### config.mk
export PLATFORM = sky130hd
export DESIGN_NAME = can_status_irq_logic
export DESIGN_NICKNAME = d
export VERILOG_FILES = /design/src/verilog/can_status_pkg.sv /design/src/verilog/can_status_irq_logic.sv
export VERILOG_INCLUDE_DIRS = /design/src /design/src/verilog
export SDC_FILE = /design/constraint.sdc
export NUM_CORES = 1
export LEC_CHECK = 0
export ABC_AREA = 1
export BUFFER_PORTS_ARGS = -buffer_cell sky130_fd_sc_hd__buf_2
export CORE_MARGIN = 2
export CORE_UTILIZATION = 49
export DETAILED_ROUTE_END_ITERATION = 6
export PLACE_DENSITY = 0.89
export SLEW_MARGIN = 15
export SYNTH_ARGS = -nofsm -noshare
export SYNTH_HDL_FRONTEND = slang
export SYNTH_SLANG_ARGS = --single-unit
export TNS_END_PERCENT = 5
### constraint.sdc
create_clock -name mclk_in -period 1.9 [get_ports mclk_in]
set_input_delay 0.095 -clock mclk_in [delete_from_list [all_inputs] [get_ports mclk_in]]
set_output_delay 0.095 -clock mclk_in [all_outputs]
set_load 0.02 [all_outputs]
### src/verilog/can_status_defs.svh
/*
 * can_status_defs.svh: register offsets, field positions, reset values and counts
 * for the status and interrupt flag block.
 * Assumes a 32-bit APB slave where each register takes one aligned word.
 */
`ifndef CAN_STATUS_DEFS_SVH
`define CAN_STATUS_DEFS_SVH

// ----------------------------------------------------------------------------
// register indices and byte addresses
// ----------------------------------------------------------------------------
`define CTRL_IDX         4'h0
`define CMD_IDX          4'h1
`define STATUS_IDX       4'h2
`define IRQ_FLAGS_IDX    4'h3
`define ADDR_W           12
`define CTRL_ADDR        12'h000
`define CMD_ADDR         12'h004
`define STATUS_ADDR      12'h008
`define IRQ_FLAGS_ADDR   12'h00C

// ----------------------------------------------------------------------------
// control register fields
// ----------------------------------------------------------------------------
`define CTRL_HALT        0
`define CTRL_RX_IE       1
`define CTRL_TX_IE       2
`define CTRL_ERR_IE      3
`define CTRL_OVR_IE      4
`define CTRL_RESET       8'h01

// ----------------------------------------------------------------------------
// command register fields
// ----------------------------------------------------------------------------
`define CMD_SEND         0
`define CMD_ABORT        1
`define CMD_RX_FREE      2
`define CMD_CLR_OVR      3
`define CMD_READ_VALUE   8'hFF

// ----------------------------------------------------------------------------
// status register fields
// ----------------------------------------------------------------------------
`define ST_RX_FULL       0
`define ST_OVERRUN       1
`define ST_TX_FREE       2
`define ST_TX_DONE       3
`define ST_RX_ACTIVE     4
`define ST_TX_ACTIVE     5
`define ST_WARN          6
`define ST_OFF_BUS       7

// ----------------------------------------------------------------------------
// interrupt flag fields
// ----------------------------------------------------------------------------
`define IRQ_RX           0
`define IRQ_TX           1
`define IRQ_FAULT        2
`define IRQ_OVR          3
`define IRQ_WAKE         4

// ----------------------------------------------------------------------------
// bus-off recovery
// ----------------------------------------------------------------------------
`define BUS_FREE_COUNT   8'd128

`endif

### src/verilog/can_status_pkg.sv
/*
 * can_status_pkg.sv: types shared by the status and interrupt flag block.
 * Assumes can_status_defs.svh supplies the numeric constants.
 */
`default_nettype none
package can_status_pkg;

  typedef enum logic [1:0] {
    BUS_ON      = 2'b00,
    OFF_HALTED  = 2'b01,
    OFF_COUNT   = 2'b10
  } bus_state_e;

endpackage : can_status_pkg
`default_nettype wire

### src/verilog/can_status_irq_logic.sv
/*
 * can_status_irq_logic.sv: status flags, bus-off recovery and read-clear
 * interrupt flags of a stand-alone CAN controller, with an APB register slave.
 * Assumes the protocol engine on the same clock supplies one-cycle event strobes
 * and levels; pins pass through two-flop synchronisers.
 */
`timescale 1ns/1ps
`include "can_status_defs.svh"
`default_nettype none
module can_status_irq_logic (
  input  wire logic                mclk_in,
  input  wire logic                rst_n_in,
  // apb slave
  input  wire logic                psel_in,
  input  wire logic                penable_in,
  input  wire logic                pwrite_in,
  input  wire logic [11:0]         paddr_in,
  input  wire logic [31:0]         pwdata_in,
  output logic      [31:0]         prdata_out,
  output logic                     pready_out,
  output logic                     pslverr_out,
  // protocol engine events, same clock, except wake_in which is synchronised
  input  wire logic                msg_start_in,
  input  wire logic                msg_byte_req_in,
  input  wire logic                msg_stored_in,
  input  wire logic                tx_ok_in,
  input  wire logic                tx_started_in,
  input  wire logic                rx_busy_in,
  input  wire logic                tx_busy_in,
  input  wire logic                warn_limit_in,
  input  wire logic                bus_off_in,
  input  wire logic                bus_free_in,
  input  wire logic                wake_in,
  input  wire logic                tbuf_wr_in,
  // pins
  output logic                     irq_n_pin_out,
  // to protocol engine
  output logic                     halt_req_out,
  output logic                     send_req_out,
  output logic                     tbuf_wr_en_out,
  output logic                     drop_msg_out,
  output logic                     err_cnt_clr_out
);

  // --------------------------------------------------------------------------
  // apb decode
  // --------------------------------------------------------------------------
  logic       acc;
  logic       wr;
  logic       rd;
  logic [7:0] wbyte;
  assign acc   = psel_in && penable_in;
  assign wr    = acc && pwrite_in;
  assign rd    = acc && !pwrite_in;
  assign wbyte = pwdata_in[7:0];

  logic ctrl_wr;
  logic cmd_wr;
  logic irq_rd;
  assign ctrl_wr = wr && (paddr_in == `CTRL_ADDR);
  assign cmd_wr  = wr && (paddr_in == `CMD_ADDR);
  assign irq_rd  = rd && (paddr_in == `IRQ_FLAGS_ADDR);

  logic send_cmd;
  logic abort_cmd;
  logic rx_free_cmd;
  logic clear_ovr_cmd;
  assign send_cmd      = cmd_wr && wbyte[`CMD_SEND];
  assign abort_cmd     = cmd_wr && wbyte[`CMD_ABORT];
  assign rx_free_cmd   = cmd_wr && wbyte[`CMD_RX_FREE];
  assign clear_ovr_cmd = cmd_wr && wbyte[`CMD_CLR_OVR];

  // --------------------------------------------------------------------------
  // state
  // --------------------------------------------------------------------------
  logic [7:0]                ctrl_q;
  logic [1:0]                bufs_q;
  logic                      rx_full_q;
  logic                      overrun_q;
  logic                      tx_free_q;
  logic                      tx_done_q;
  logic                      tx_pend_q;
  logic                      tx_run_q;
  logic                      rx_act_q;
  logic                      tx_act_q;
  logic                      warn_q;
  logic                      off_bus_q;
  logic                      dropping_q;
  logic [4:0]                irq_q;
  logic [7:0]                free_cnt_q;
  can_status_pkg::bus_state_e bus_q;
  logic                      wake_s1_q;
  logic                      wake_s2_q;
  logic                      wake_s3_q;

  // wake arrives from the sleeping oscillator domain
  always_ff @(posedge mclk_in or negedge rst_n_in) begin
    if (!rst_n_in) begin
      wake_s1_q <= 1'b0;
      wake_s2_q <= 1'b0;
      wake_s3_q <= 1'b0;
    end else begin
      wake_s1_q <= wake_in;
      wake_s2_q <= wake_s1_q;
      wake_s3_q <= wake_s2_q;
    end
  end

  logic wake_ev;
  assign wake_ev = wake_s2_q && !wake_s3_q;

  // --------------------------------------------------------------------------
  // receive buffers and overrun
  // --------------------------------------------------------------------------
  logic ovr_ev;
  logic store_ev;
  assign ovr_ev   = msg_byte_req_in && !dropping_q && (bufs_q == 2'd2);
  assign store_ev = msg_stored_in && !dropping_q && !ovr_ev;

  always_ff @(posedge mclk_in or negedge rst_n_in) begin
    if (!rst_n_in) begin
      dropping_q <= 1'b0;
    end else if (msg_start_in) begin
      dropping_q <= 1'b0;
    end else if (ovr_ev) begin
      dropping_q <= 1'b1;
    end
  end

  assign drop_msg_out = dropping_q;

  always_ff @(posedge mclk_in or negedge rst_n_in) begin
    if (!rst_n_in) begin
      bufs_q <= 2'd0;
    end else begin
      case ({store_ev, rx_free_cmd && bufs_q != 2'd0})
        2'b10:   bufs_q <= bufs_q + 2'd1;
        2'b01:   bufs_q <= bufs_q - 2'd1;
        default: bufs_q <= bufs_q;
      endcase
    end
  end

  // rx full tracks whether the host-side buffer holds a message
  always_ff @(posedge mclk_in or negedge rst_n_in) begin
    if (!rst_n_in) begin
      rx_full_q <= 1'b0;
    end else if (store_ev) begin
      rx_full_q <= 1'b1;
    end else if (rx_free_cmd) begin
      rx_full_q <= (bufs_q == 2'd2);
    end
  end

  always_ff @(posedge mclk_in or negedge rst_n_in) begin
    if (!rst_n_in) begin
      overrun_q <= 1'b0;
    end else if (ovr_ev) begin
      overrun_q <= 1'b1;
    end else if (clear_ovr_cmd) begin
      overrun_q <= 1'b0;
    end
  end

  // --------------------------------------------------------------------------
  // transmit buffer
  // --------------------------------------------------------------------------
  logic tx_release_ev;
  assign tx_release_ev = !tx_free_q && ((tx_run_q && tx_ok_in) || (abort_cmd && !tx_run_q));

  always_ff @(posedge mclk_in or negedge rst_n_in) begin
    if (!rst_n_in) begin
      tx_pend_q <= 1'b0;
      tx_run_q  <= 1'b0;
      tx_free_q <= 1'b1;
      tx_done_q <= 1'b1;
    end else begin
      if (send_cmd && tx_free_q) begin
        tx_pend_q <= 1'b1;
        tx_free_q <= 1'b0;
        tx_done_q <= 1'b0;
      end else if (abort_cmd && tx_pend_q && !tx_run_q) begin
        tx_pend_q <= 1'b0;
        tx_free_q <= 1'b1;
      end else if (tx_pend_q && !tx_run_q && tx_started_in) begin
        tx_run_q <= 1'b1;
      end else if (tx_run_q && tx_ok_in) begin
        tx_run_q  <= 1'b0;
        tx_pend_q <= 1'b0;
        tx_free_q <= 1'b1;
        tx_done_q <= 1'b1;
      end
    end
  end

  always_ff @(posedge mclk_in or negedge rst_n_in) begin
    if (!rst_n_in) begin
      tbuf_wr_en_out <= 1'b0;
      send_req_out   <= 1'b0;
    end else begin
      tbuf_wr_en_out <= tbuf_wr_in && tx_free_q;
      send_req_out   <= tx_pend_q && !tx_run_q;
    end
  end

  // --------------------------------------------------------------------------
  // activity and error state
  // --------------------------------------------------------------------------
  always_ff @(posedge mclk_in or negedge rst_n_in) begin
    if (!rst_n_in) begin
      rx_act_q <= 1'b0;
      tx_act_q <= 1'b0;
    end else begin
      rx_act_q <= rx_busy_in;
      tx_act_q <= tx_busy_in;
    end
  end

  logic warn_d;
  logic off_d;
  logic recover;
  assign recover = (bus_q == can_status_pkg::OFF_COUNT) && bus_free_in &&
                   (free_cnt_q == `BUS_FREE_COUNT - 8'd1);

  always_ff @(posedge mclk_in or negedge rst_n_in) begin
    if (!rst_n_in) begin
      bus_q      <= can_status_pkg::BUS_ON;
      free_cnt_q <= 8'd0;
    end else begin
      unique case (bus_q)
        can_status_pkg::BUS_ON: begin
          if (bus_off_in) begin
            bus_q <= can_status_pkg::OFF_HALTED;
          end
        end
        can_status_pkg::OFF_HALTED: begin
          free_cnt_q <= 8'd0;
          if (!ctrl_q[`CTRL_HALT]) begin
            bus_q <= can_status_pkg::OFF_COUNT;
          end
        end
        can_status_pkg::OFF_COUNT: begin
          if (recover) begin
            bus_q <= can_status_pkg::BUS_ON;
          end else if (bus_free_in) begin
            free_cnt_q <= free_cnt_q + 8'd1;
          end
        end
        default: bus_q <= can_status_pkg::BUS_ON;
      endcase
    end
  end

  assign off_d  = (bus_q != can_status_pkg::BUS_ON) || bus_off_in;
  assign warn_d = recover ? 1'b0 : warn_limit_in;

  always_ff @(posedge mclk_in or negedge rst_n_in) begin
    if (!rst_n_in) begin
      warn_q          <= 1'b0;
      off_bus_q       <= 1'b0;
      err_cnt_clr_out <= 1'b0;
    end else begin
      warn_q          <= warn_d;
      off_bus_q       <= recover ? 1'b0 : off_d;
      err_cnt_clr_out <= recover;
    end
  end

  // --------------------------------------------------------------------------
  // control register
  // --------------------------------------------------------------------------
  always_ff @(posedge mclk_in or negedge rst_n_in) begin
    if (!rst_n_in) begin
      ctrl_q <= `CTRL_RESET;
    end else begin
      if (ctrl_wr) begin
        ctrl_q <= {3'h0, wbyte[4:0]};
      end
      if (bus_q == can_status_pkg::BUS_ON && bus_off_in) begin
        ctrl_q[`CTRL_HALT] <= 1'b1;
      end
    end
  end

  assign halt_req_out = ctrl_q[`CTRL_HALT];

  // --------------------------------------------------------------------------
  // interrupt flags
  // --------------------------------------------------------------------------
  logic [4:0] irq_set;
  logic       err_change;
  assign err_change = (warn_d != warn_q) || ((recover ? 1'b0 : off_d) != off_bus_q);

  always_comb begin
    irq_set             = 5'h00;
    irq_set[`IRQ_RX]    = store_ev && ctrl_q[`CTRL_RX_IE];
    irq_set[`IRQ_TX]    = tx_release_ev && ctrl_q[`CTRL_TX_IE];
    irq_set[`IRQ_FAULT] = err_change && ctrl_q[`CTRL_ERR_IE];
    irq_set[`IRQ_OVR]   = ovr_ev && ctrl_q[`CTRL_OVR_IE];
    irq_set[`IRQ_WAKE]  = wake_ev;
  end

  // a read clears only the bits it returned; bits set since setup stay
  logic [4:0] irq_d;
  assign irq_d = irq_rd ? ((irq_q & ~prdata_out[4:0]) | irq_set) : (irq_q | irq_set);

  always_ff @(posedge mclk_in or negedge rst_n_in) begin
    if (!rst_n_in) begin
      irq_q <= 5'h00;
    end else begin
      irq_q <= irq_d;
    end
  end

  always_ff @(posedge mclk_in or negedge rst_n_in) begin
    if (!rst_n_in) begin
      irq_n_pin_out <= 1'b1;
    end else begin
      irq_n_pin_out <= ~|irq_d;
    end
  end

  // --------------------------------------------------------------------------
  // apb read data and answer
  // --------------------------------------------------------------------------
  logic [7:0] status;
  assign status = {off_bus_q, warn_q, tx_act_q, rx_act_q,
                   tx_done_q, tx_free_q, overrun_q, rx_full_q};

  logic [7:0] rbyte;
  logic       mapped;
  always_comb begin
    rbyte  = 8'h00;
    mapped = 1'b1;
    unique case (paddr_in)
      `CTRL_ADDR:      rbyte = ctrl_q;
      `CMD_ADDR:       rbyte = `CMD_READ_VALUE;
      `STATUS_ADDR:    rbyte = status;
      `IRQ_FLAGS_ADDR: rbyte = {3'h0, irq_q};
      default:         mapped = 1'b0;
    endcase
  end

  always_ff @(posedge mclk_in or negedge rst_n_in) begin
    if (!rst_n_in) begin
      pready_out  <= 1'b0;
      pslverr_out <= 1'b0;
      prdata_out  <= 32'h00000000;
    end else begin
      pready_out  <= psel_in && !penable_in;
      pslverr_out <= psel_in && !penable_in && !mapped;
      prdata_out  <= (psel_in && !penable_in && !pwrite_in) ? {24'h000000, rbyte}
                                                             : 32'h00000000;
    end
  end

endmodule : can_status_irq_logic
`default_nettype wire

=== After elaboration in Yosys (flattened, before gate mapping) ===
Index checks and enable logic that the tools add are counted.

* Logic and storage cells: 155
* Input port bits: 61
* Register bits after elaboration: 50
* Output and inout bits: 40

* Equal/unequal tests: 19
* Add/subtract/negate cells: 3
* Mux-type cells: 33
* Reduce and logical (&&, ||, !) cells: 67
* Bitwise operators: 6

{| class="wikitable"
|+ Operator list
! cell !! number
|-
| 1-bit logical AND || 35
|-
| 8-bit case mux with 4 select lines || 1
|-
| 12-bit by 4-bit == test with 1-bit output (second input constant) || 2
|-
| 8-bit two-way mux || 3
|-
| 1-bit two-way mux || 22
|-
| 2-bit nonzero test || 10
|-
| 8-bit case mux with 2 select lines || 1
|-
| 2-bit != test (second input constant) || 7
|-
| 12-bit by 3-bit == test with 1-bit output (second input constant) || 1
|-
| 12-bit zero test || 1
|-
| 3-bit AND reduction || 4
|-
| 5-bit bitwise OR || 2
|-
| 1-bit zero test || 9
|-
| 8-bit by 1-bit adder with 8-bit output (second input constant) || 1
|-
| 8-bit by 7-bit == test with 1-bit output (second input constant) || 1
|-
| 2-bit == test (second input constant) || 3
|-
| 2-bit two-way mux || 3
|-
| 2-bit case mux with 3 select lines || 1
|-
| 5-bit AND || 1
|-
| 5-bit two-way mux || 1
|-
| 5-bit NOT || 1
|-
| 5-bit OR reduction || 1
|-
| 2-bit by 1-bit == test with 1-bit output (second input constant) || 2
|-
| 2-bit case mux with 2 select lines || 1
|-
| 10 further kinds || 14
|}

=== Logic depth before layout (Yosys ltp) ===
* Word-level depth: 12
* Depth in mapped cells: 11

=== Least setup slack after synthesis ===
OpenSTA, ideal clock, no wires.

* Kind: input -> register
* Start point: input port paddr_in[8]
* End point: register bufs_q[1]
* Data required time: 1.769 ns
* Setup slack: 0.234 ns
* Data arrival time: 1.535 ns
* Stages on the path: 11
* Setup time: 0.131 ns
* Cell sequence: inv_1 nand2_4 nor3_4 nand3_2 nor2_1 nand2_1 a21oi_1 ha_1 a21oi_1 o21ai_0 xor2_1

* Cells in the longest elaborated chain, start to end: 6
* Elaborated cells on any way between the ends: 8
* Those cells by class: 3 x eq/ne; 1 x mux; 4 x reduce/logical

{| class="wikitable"
|+ RTL lines
! element !! RTL line !! RTL
|-
| from (decl) || can_status_irq_logic.sv:17 || <nowiki>input wire logic [11:0] paddr_in,</nowiki>
|-
| 12-bit by 3-bit == test with 1-bit output (*) || -- ||
|-
| 1-bit logical AND (*) || can_status_irq_logic.sv:61 || <nowiki>assign cmd_wr = wr && (paddr_in == `CMD_ADDR);</nowiki>
|-
| 1-bit logical AND (*) || can_status_irq_logic.sv:70 || <nowiki>assign rx_free_cmd = cmd_wr && wbyte[`CMD_RX_FREE];</nowiki>
|-
| 1-bit logical AND (*) || can_status_irq_logic.sv:136 || <nowiki>case ({store_ev, rx_free_cmd && bufs_q != 2'd0})</nowiki>
|-
| 2-bit by 1-bit == test with 1-bit output / 2-bit == test (equally long branches) || can_status_irq_logic.sv:136 ||
|-
| 2-bit case mux with 2 select lines / 2-bit nonzero test (equally long branches) || -- ||
|-
| to (signal assigned) || can_status_irq_logic.sv:137 || <nowiki>2'b10: bufs_q <= bufs_q + 2'd1;</nowiki>
|-
| to (signal assigned) || can_status_irq_logic.sv:138 || <nowiki>2'b01: bufs_q <= bufs_q - 2'd1;</nowiki>
|-
| to (signal assigned) || can_status_irq_logic.sv:139 || <nowiki>default: bufs_q <= bufs_q;</nowiki>
|-
| to (decl) || can_status_irq_logic.sv:77 || <nowiki>logic [1:0] bufs_q;</nowiki>
|}

Mark *: on every way between the ends. The rest lies on a longest branch, timed or not.
A chain may end at the register's enable or synchronous reset.

=== Worst setup path after layout ===
* Start point: register bufs_q[0]
* End point: register bufs_q[1]

* Cells in the longest elaborated chain, start to end: 6
* Elaborated cells on any way between the ends: 12
* Those cells by class: 2 x add/sub; 3 x eq/ne; 1 x mux; 6 x reduce/logical

{| class="wikitable"
|+ RTL lines
! element !! RTL line !! RTL
|-
| 2-bit == test || can_status_irq_logic.sv:117 || <nowiki>assign ovr_ev = msg_byte_req_in && !dropping_q && (bufs_q == 2'd2);</nowiki>
|-
| 1-bit logical AND || can_status_irq_logic.sv:117 ||
|-
| 1-bit zero test || can_status_irq_logic.sv:118 || <nowiki>assign store_ev = msg_stored_in && !dropping_q && !ovr_ev;</nowiki>
|-
| 1-bit logical AND || can_status_irq_logic.sv:118 ||
|-
| 2-bit by 1-bit == test with 1-bit output / 2-bit == test (equally long branches) || can_status_irq_logic.sv:136 ||
|-
| 2-bit case mux with 2 select lines / 2-bit nonzero test (equally long branches) || -- ||
|}

Parallel ways exist; a longest one is shown, timed or not.

==> results.sh <==
export IMPL_synth_xor_area_share_pct=0.981
export IMPL_place_gp_congestion=0.867
export IMPL_synth_area_top_cells="dfrtp_1 43%, nand2_1 8.7%, buf_4 6.7%"
export IMPL_antenna_found_initial=0
export IMPL_slew_violations=0
export IMPL_port_buffers=49
export IMPL_pwr_share_clk_pct=32.5
export IMPL_multiInputGateArea_mm2=0.00111
export IMPL_cp_slowest_cell="dfrtp_1"
export IMPL_worst_hold_path_type="input port to register"
export IMPL_drv_cap=0
export IMPL_ys_seq_elements=50
export IMPL_drc=0
export IMPL_place_ws_ns=0.0171
export IMPL_seqCellArea_mm2=0.00126
export IMPL_clock_path_buffers=2
export IMPL_post_route_util_pct=60.3
export IMPL_crit_path_start_kind="register"
export IMPL_switching_share_pct=28.7
export IMPL_num_vias=2229
export IMPL_initial_core_util_pct=51.4
export IMPL_layout_commonest_cell="nand2_1"
export IMPL_crit_required_ns=2.08
export IMPL_synth_distinct_cells=36
export IMPL_rsz0062_at_grt="no"
export IMPL_die_y_um=77.9
export IMPL_antenna_cells=0
export IMPL_worstPathMaxFanout=4
export IMPL_arrival_ns=1.99
export IMPL_final_setup_worst_slack_ns=0.0910
export IMPL_synthMuxAreaShare_pct=0
export IMPL_path_class="register to register"
export IMPL_syn_inst=318
export IMPL_drive_gt1_share_pct=27.2
export IMPL_outcome="finished, final reports clean"
export IMPL_avgSynthCellArea_um2=8.42
export IMPL_finalSetupTns_ns=0
export IMPL_die_area_mm2=0.00607
export IMPL_grt_usage_pct=19.6
export IMPL_final_cell_mix="62 x nand2_1, 49 x buf_2, 47 x inv_1, 46 x dfrtp_1, 31 x nor2_1"
export IMPL_cpPeakStageDelay_ns=0.42
export IMPL_synth_top_family_by_area="simple AND/OR/NAND/NOR gates"
export IMPL_first_global_vias=2212
export IMPL_clock_latency_ns=0.30
export IMPL_gr_total_overflow=0
export IMPL_die_width_um=77.9
export IMPL_clock_skew_ns=0.00677
export IMPL_tritoncts="yes"
export IMPL_h_tree_depth=2
export IMPL_p_int_w=0.00163
export IMPL_yosysTopAreaCell="dfrtp_1"
export IMPL_grt_max_degree=20
export IMPL_cts_buffers_inserted=5
export IMPL_worstPathCellList="inv_1 -> nand2_1 -> nor2_1 -> nor2_1 -> inv_1 -> ha_1 -> a21oi_1 -> o21ai_0 -> xor2_1"
export IMPL_finalSetupViolCount=0
export IMPL_drtIter0Drc=148
export IMPL_fin_crit_ns=1.81
export IMPL_syn_area_mm2=0.00268
export IMPL_placed_cells=441
export IMPL_yosys_warnings=0
export IMPL_stdcell_count=456
export IMPL_synth_simple_area_share_pct=28.3
export IMPL_yosysSeqAreaShare_pct=46.9
export IMPL_area_growth_pct=17.2
export IMPL_fmax_mhz=553
export IMPL_wl_per_cell_um=12.4
export IMPL_routed_wl_um=5660
export IMPL_pwr_share_seq_pct=50.1
export IMPL_power_frac_comb_pct=17.4
export IMPL_cts_sinks=50
export IMPL_grt_pass1_wl_um=9470
export IMPL_p_leak_nw=1.72
export IMPL_rows=26
export IMPL_hpwl_um=4550
export IMPL_period_share_pct=95.2
export IMPL_fill_cells=447
export IMPL_synth_fa_ha_area_share_pct=0.935
export IMPL_power_density_mw_per_mm2=730
export IMPL_finalHoldViolCount=0
export IMPL_worstSetupEndpointType="register"
export IMPL_root_buffer="clkbuf_8"
export IMPL_vdd_drop_max_mv=0.426
export IMPL_io_pins=101
export IMPL_p_sw_w=0.000659
export IMPL_cts_setup_buffers=0
export IMPL_ant_nets=0
export IMPL_vias_per_cell=4.89
export IMPL_drtPass1Iterations=4
export IMPL_synth_compound_area_share_pct=7.71
export IMPL_synth_top_area_share_pct=43.0
export IMPL_coreArea_mm2=0.00520
export IMPL_nets=448
export IMPL_path_clk_slew_ns=0.09
==> kinds of logic after synthesis <==
group           after synthesis
fa+ha+maj                     2
compound gates               35
other cells                   1
xor+xnor                      3
buf+inv                      81
simple gates                146
flops                        50
==> sequential cells by signal (all words and copies together) (netlist names), 2 cells and up <==
| name | count |
|---|---|
| free_cnt_q | 8 |
| prdata_out | 8 |
| ctrl_q | 5 |
| irq_q | 5 |
| bufs_q | 2 |
| bus_q | 2 |
==> final cells by class <==
type                            count  area share [%]
Sequential cell                    50            40.0
Timing Repair Buffer               63            11.7
Clock buffer                        6            2.31
Clock inverter                      2            1.20
Tap cell                           70            2.79
Multi-Input combinational cell    210            35.4
Inverter                           55            6.58
==> repair_timing <==
item / in CTS / in global routing
hold buffers: 7 / 0
setup endpoints to repair: 0 / 1
hold endpoints to repair: 19 / 0
gates resized for setup: 0 / 1
==> worst paths after layout <==
check,cells after the start,start,slack (ns),end
max,9,bufs_q[0],0.09,bufs_q[1]
min reg2reg,0,wake_s1_q,0.36,wake_s2_q
max in group asynchronous,3,rst_n_in,1.05,irq_n_pin_out
min,3,pwdata_in[4],0.003,ctrl_q[4]
min in group asynchronous,2,rst_n_in,0.22,free_cnt_q[7]
max reg2reg,9,bufs_q[0],0.09,bufs_q[1]
==> stage by stage <==
step                      hold WS (ns)  total power, W  cell area [um^2]
after floorplan                 -0.201         0.00147              2760
after global placement          0.0103         0.00153              2950
after detailed placement        0.0143         0.00155              2950
after CTS                      0.00435         0.00230              3130
after global routing            0.0116         0.00241              3140
final                          0.00261         0.00229              3140
==> cells in the mapped netlist (all sizes together) <==
cell type   n
dfrtp      46
nor2       40
o211ai      5
clkbuf      1
xnor2       2
nand3      23
xor2        1
a21oi      15
o22ai       1
conb        1
a211oi      1
inv        55
or2         1
o21ai      11
buf        25
nor3        4
nand2      70
nand4       8
a22oi       1
dfstp       4
ha          2
a31oi       1
==> worst max-delay path: cells and delay by family, from the launching register on <==
kind                     cells  cell delay [ns]
AO/OA/AOI/OAI                2             0.26
XOR/XNOR                     1             0.16
adder cells (fa/ha/maj)      1             0.25
buffers and inverters        2             0.18
flip-flops                   1             0.42
AND/OR/NAND/NOR              3             0.42
==> power groups by stage <==
stage               logic (W)  registers [W]  clock network (W)
finish               0.000399        0.00115           0.000746
global route         0.000450        0.00115           0.000805
CTS                  0.000401        0.00115           0.000754
detailed placement   0.000387        0.00117                  0
global placement     0.000367        0.00116                  0
floorplan            0.000294        0.00117                  0
==> routing by layer <==
layer / GRT usage (%) / part of all wire (%) / vias to the layer above / routed length, um
met1: 22.9 / 40 / 1050 / 2260
met5: 0 / 0 / - / 0
li1: - / - / 1083 / -
met3: 5.23 / 7.7 / 7 / 436
met2: 34.7 / 51 / 89 / 2900
met4: 7.02 / 1.2 / 0 / 70
Note: power is estimated with default switching activity, not from simulation.
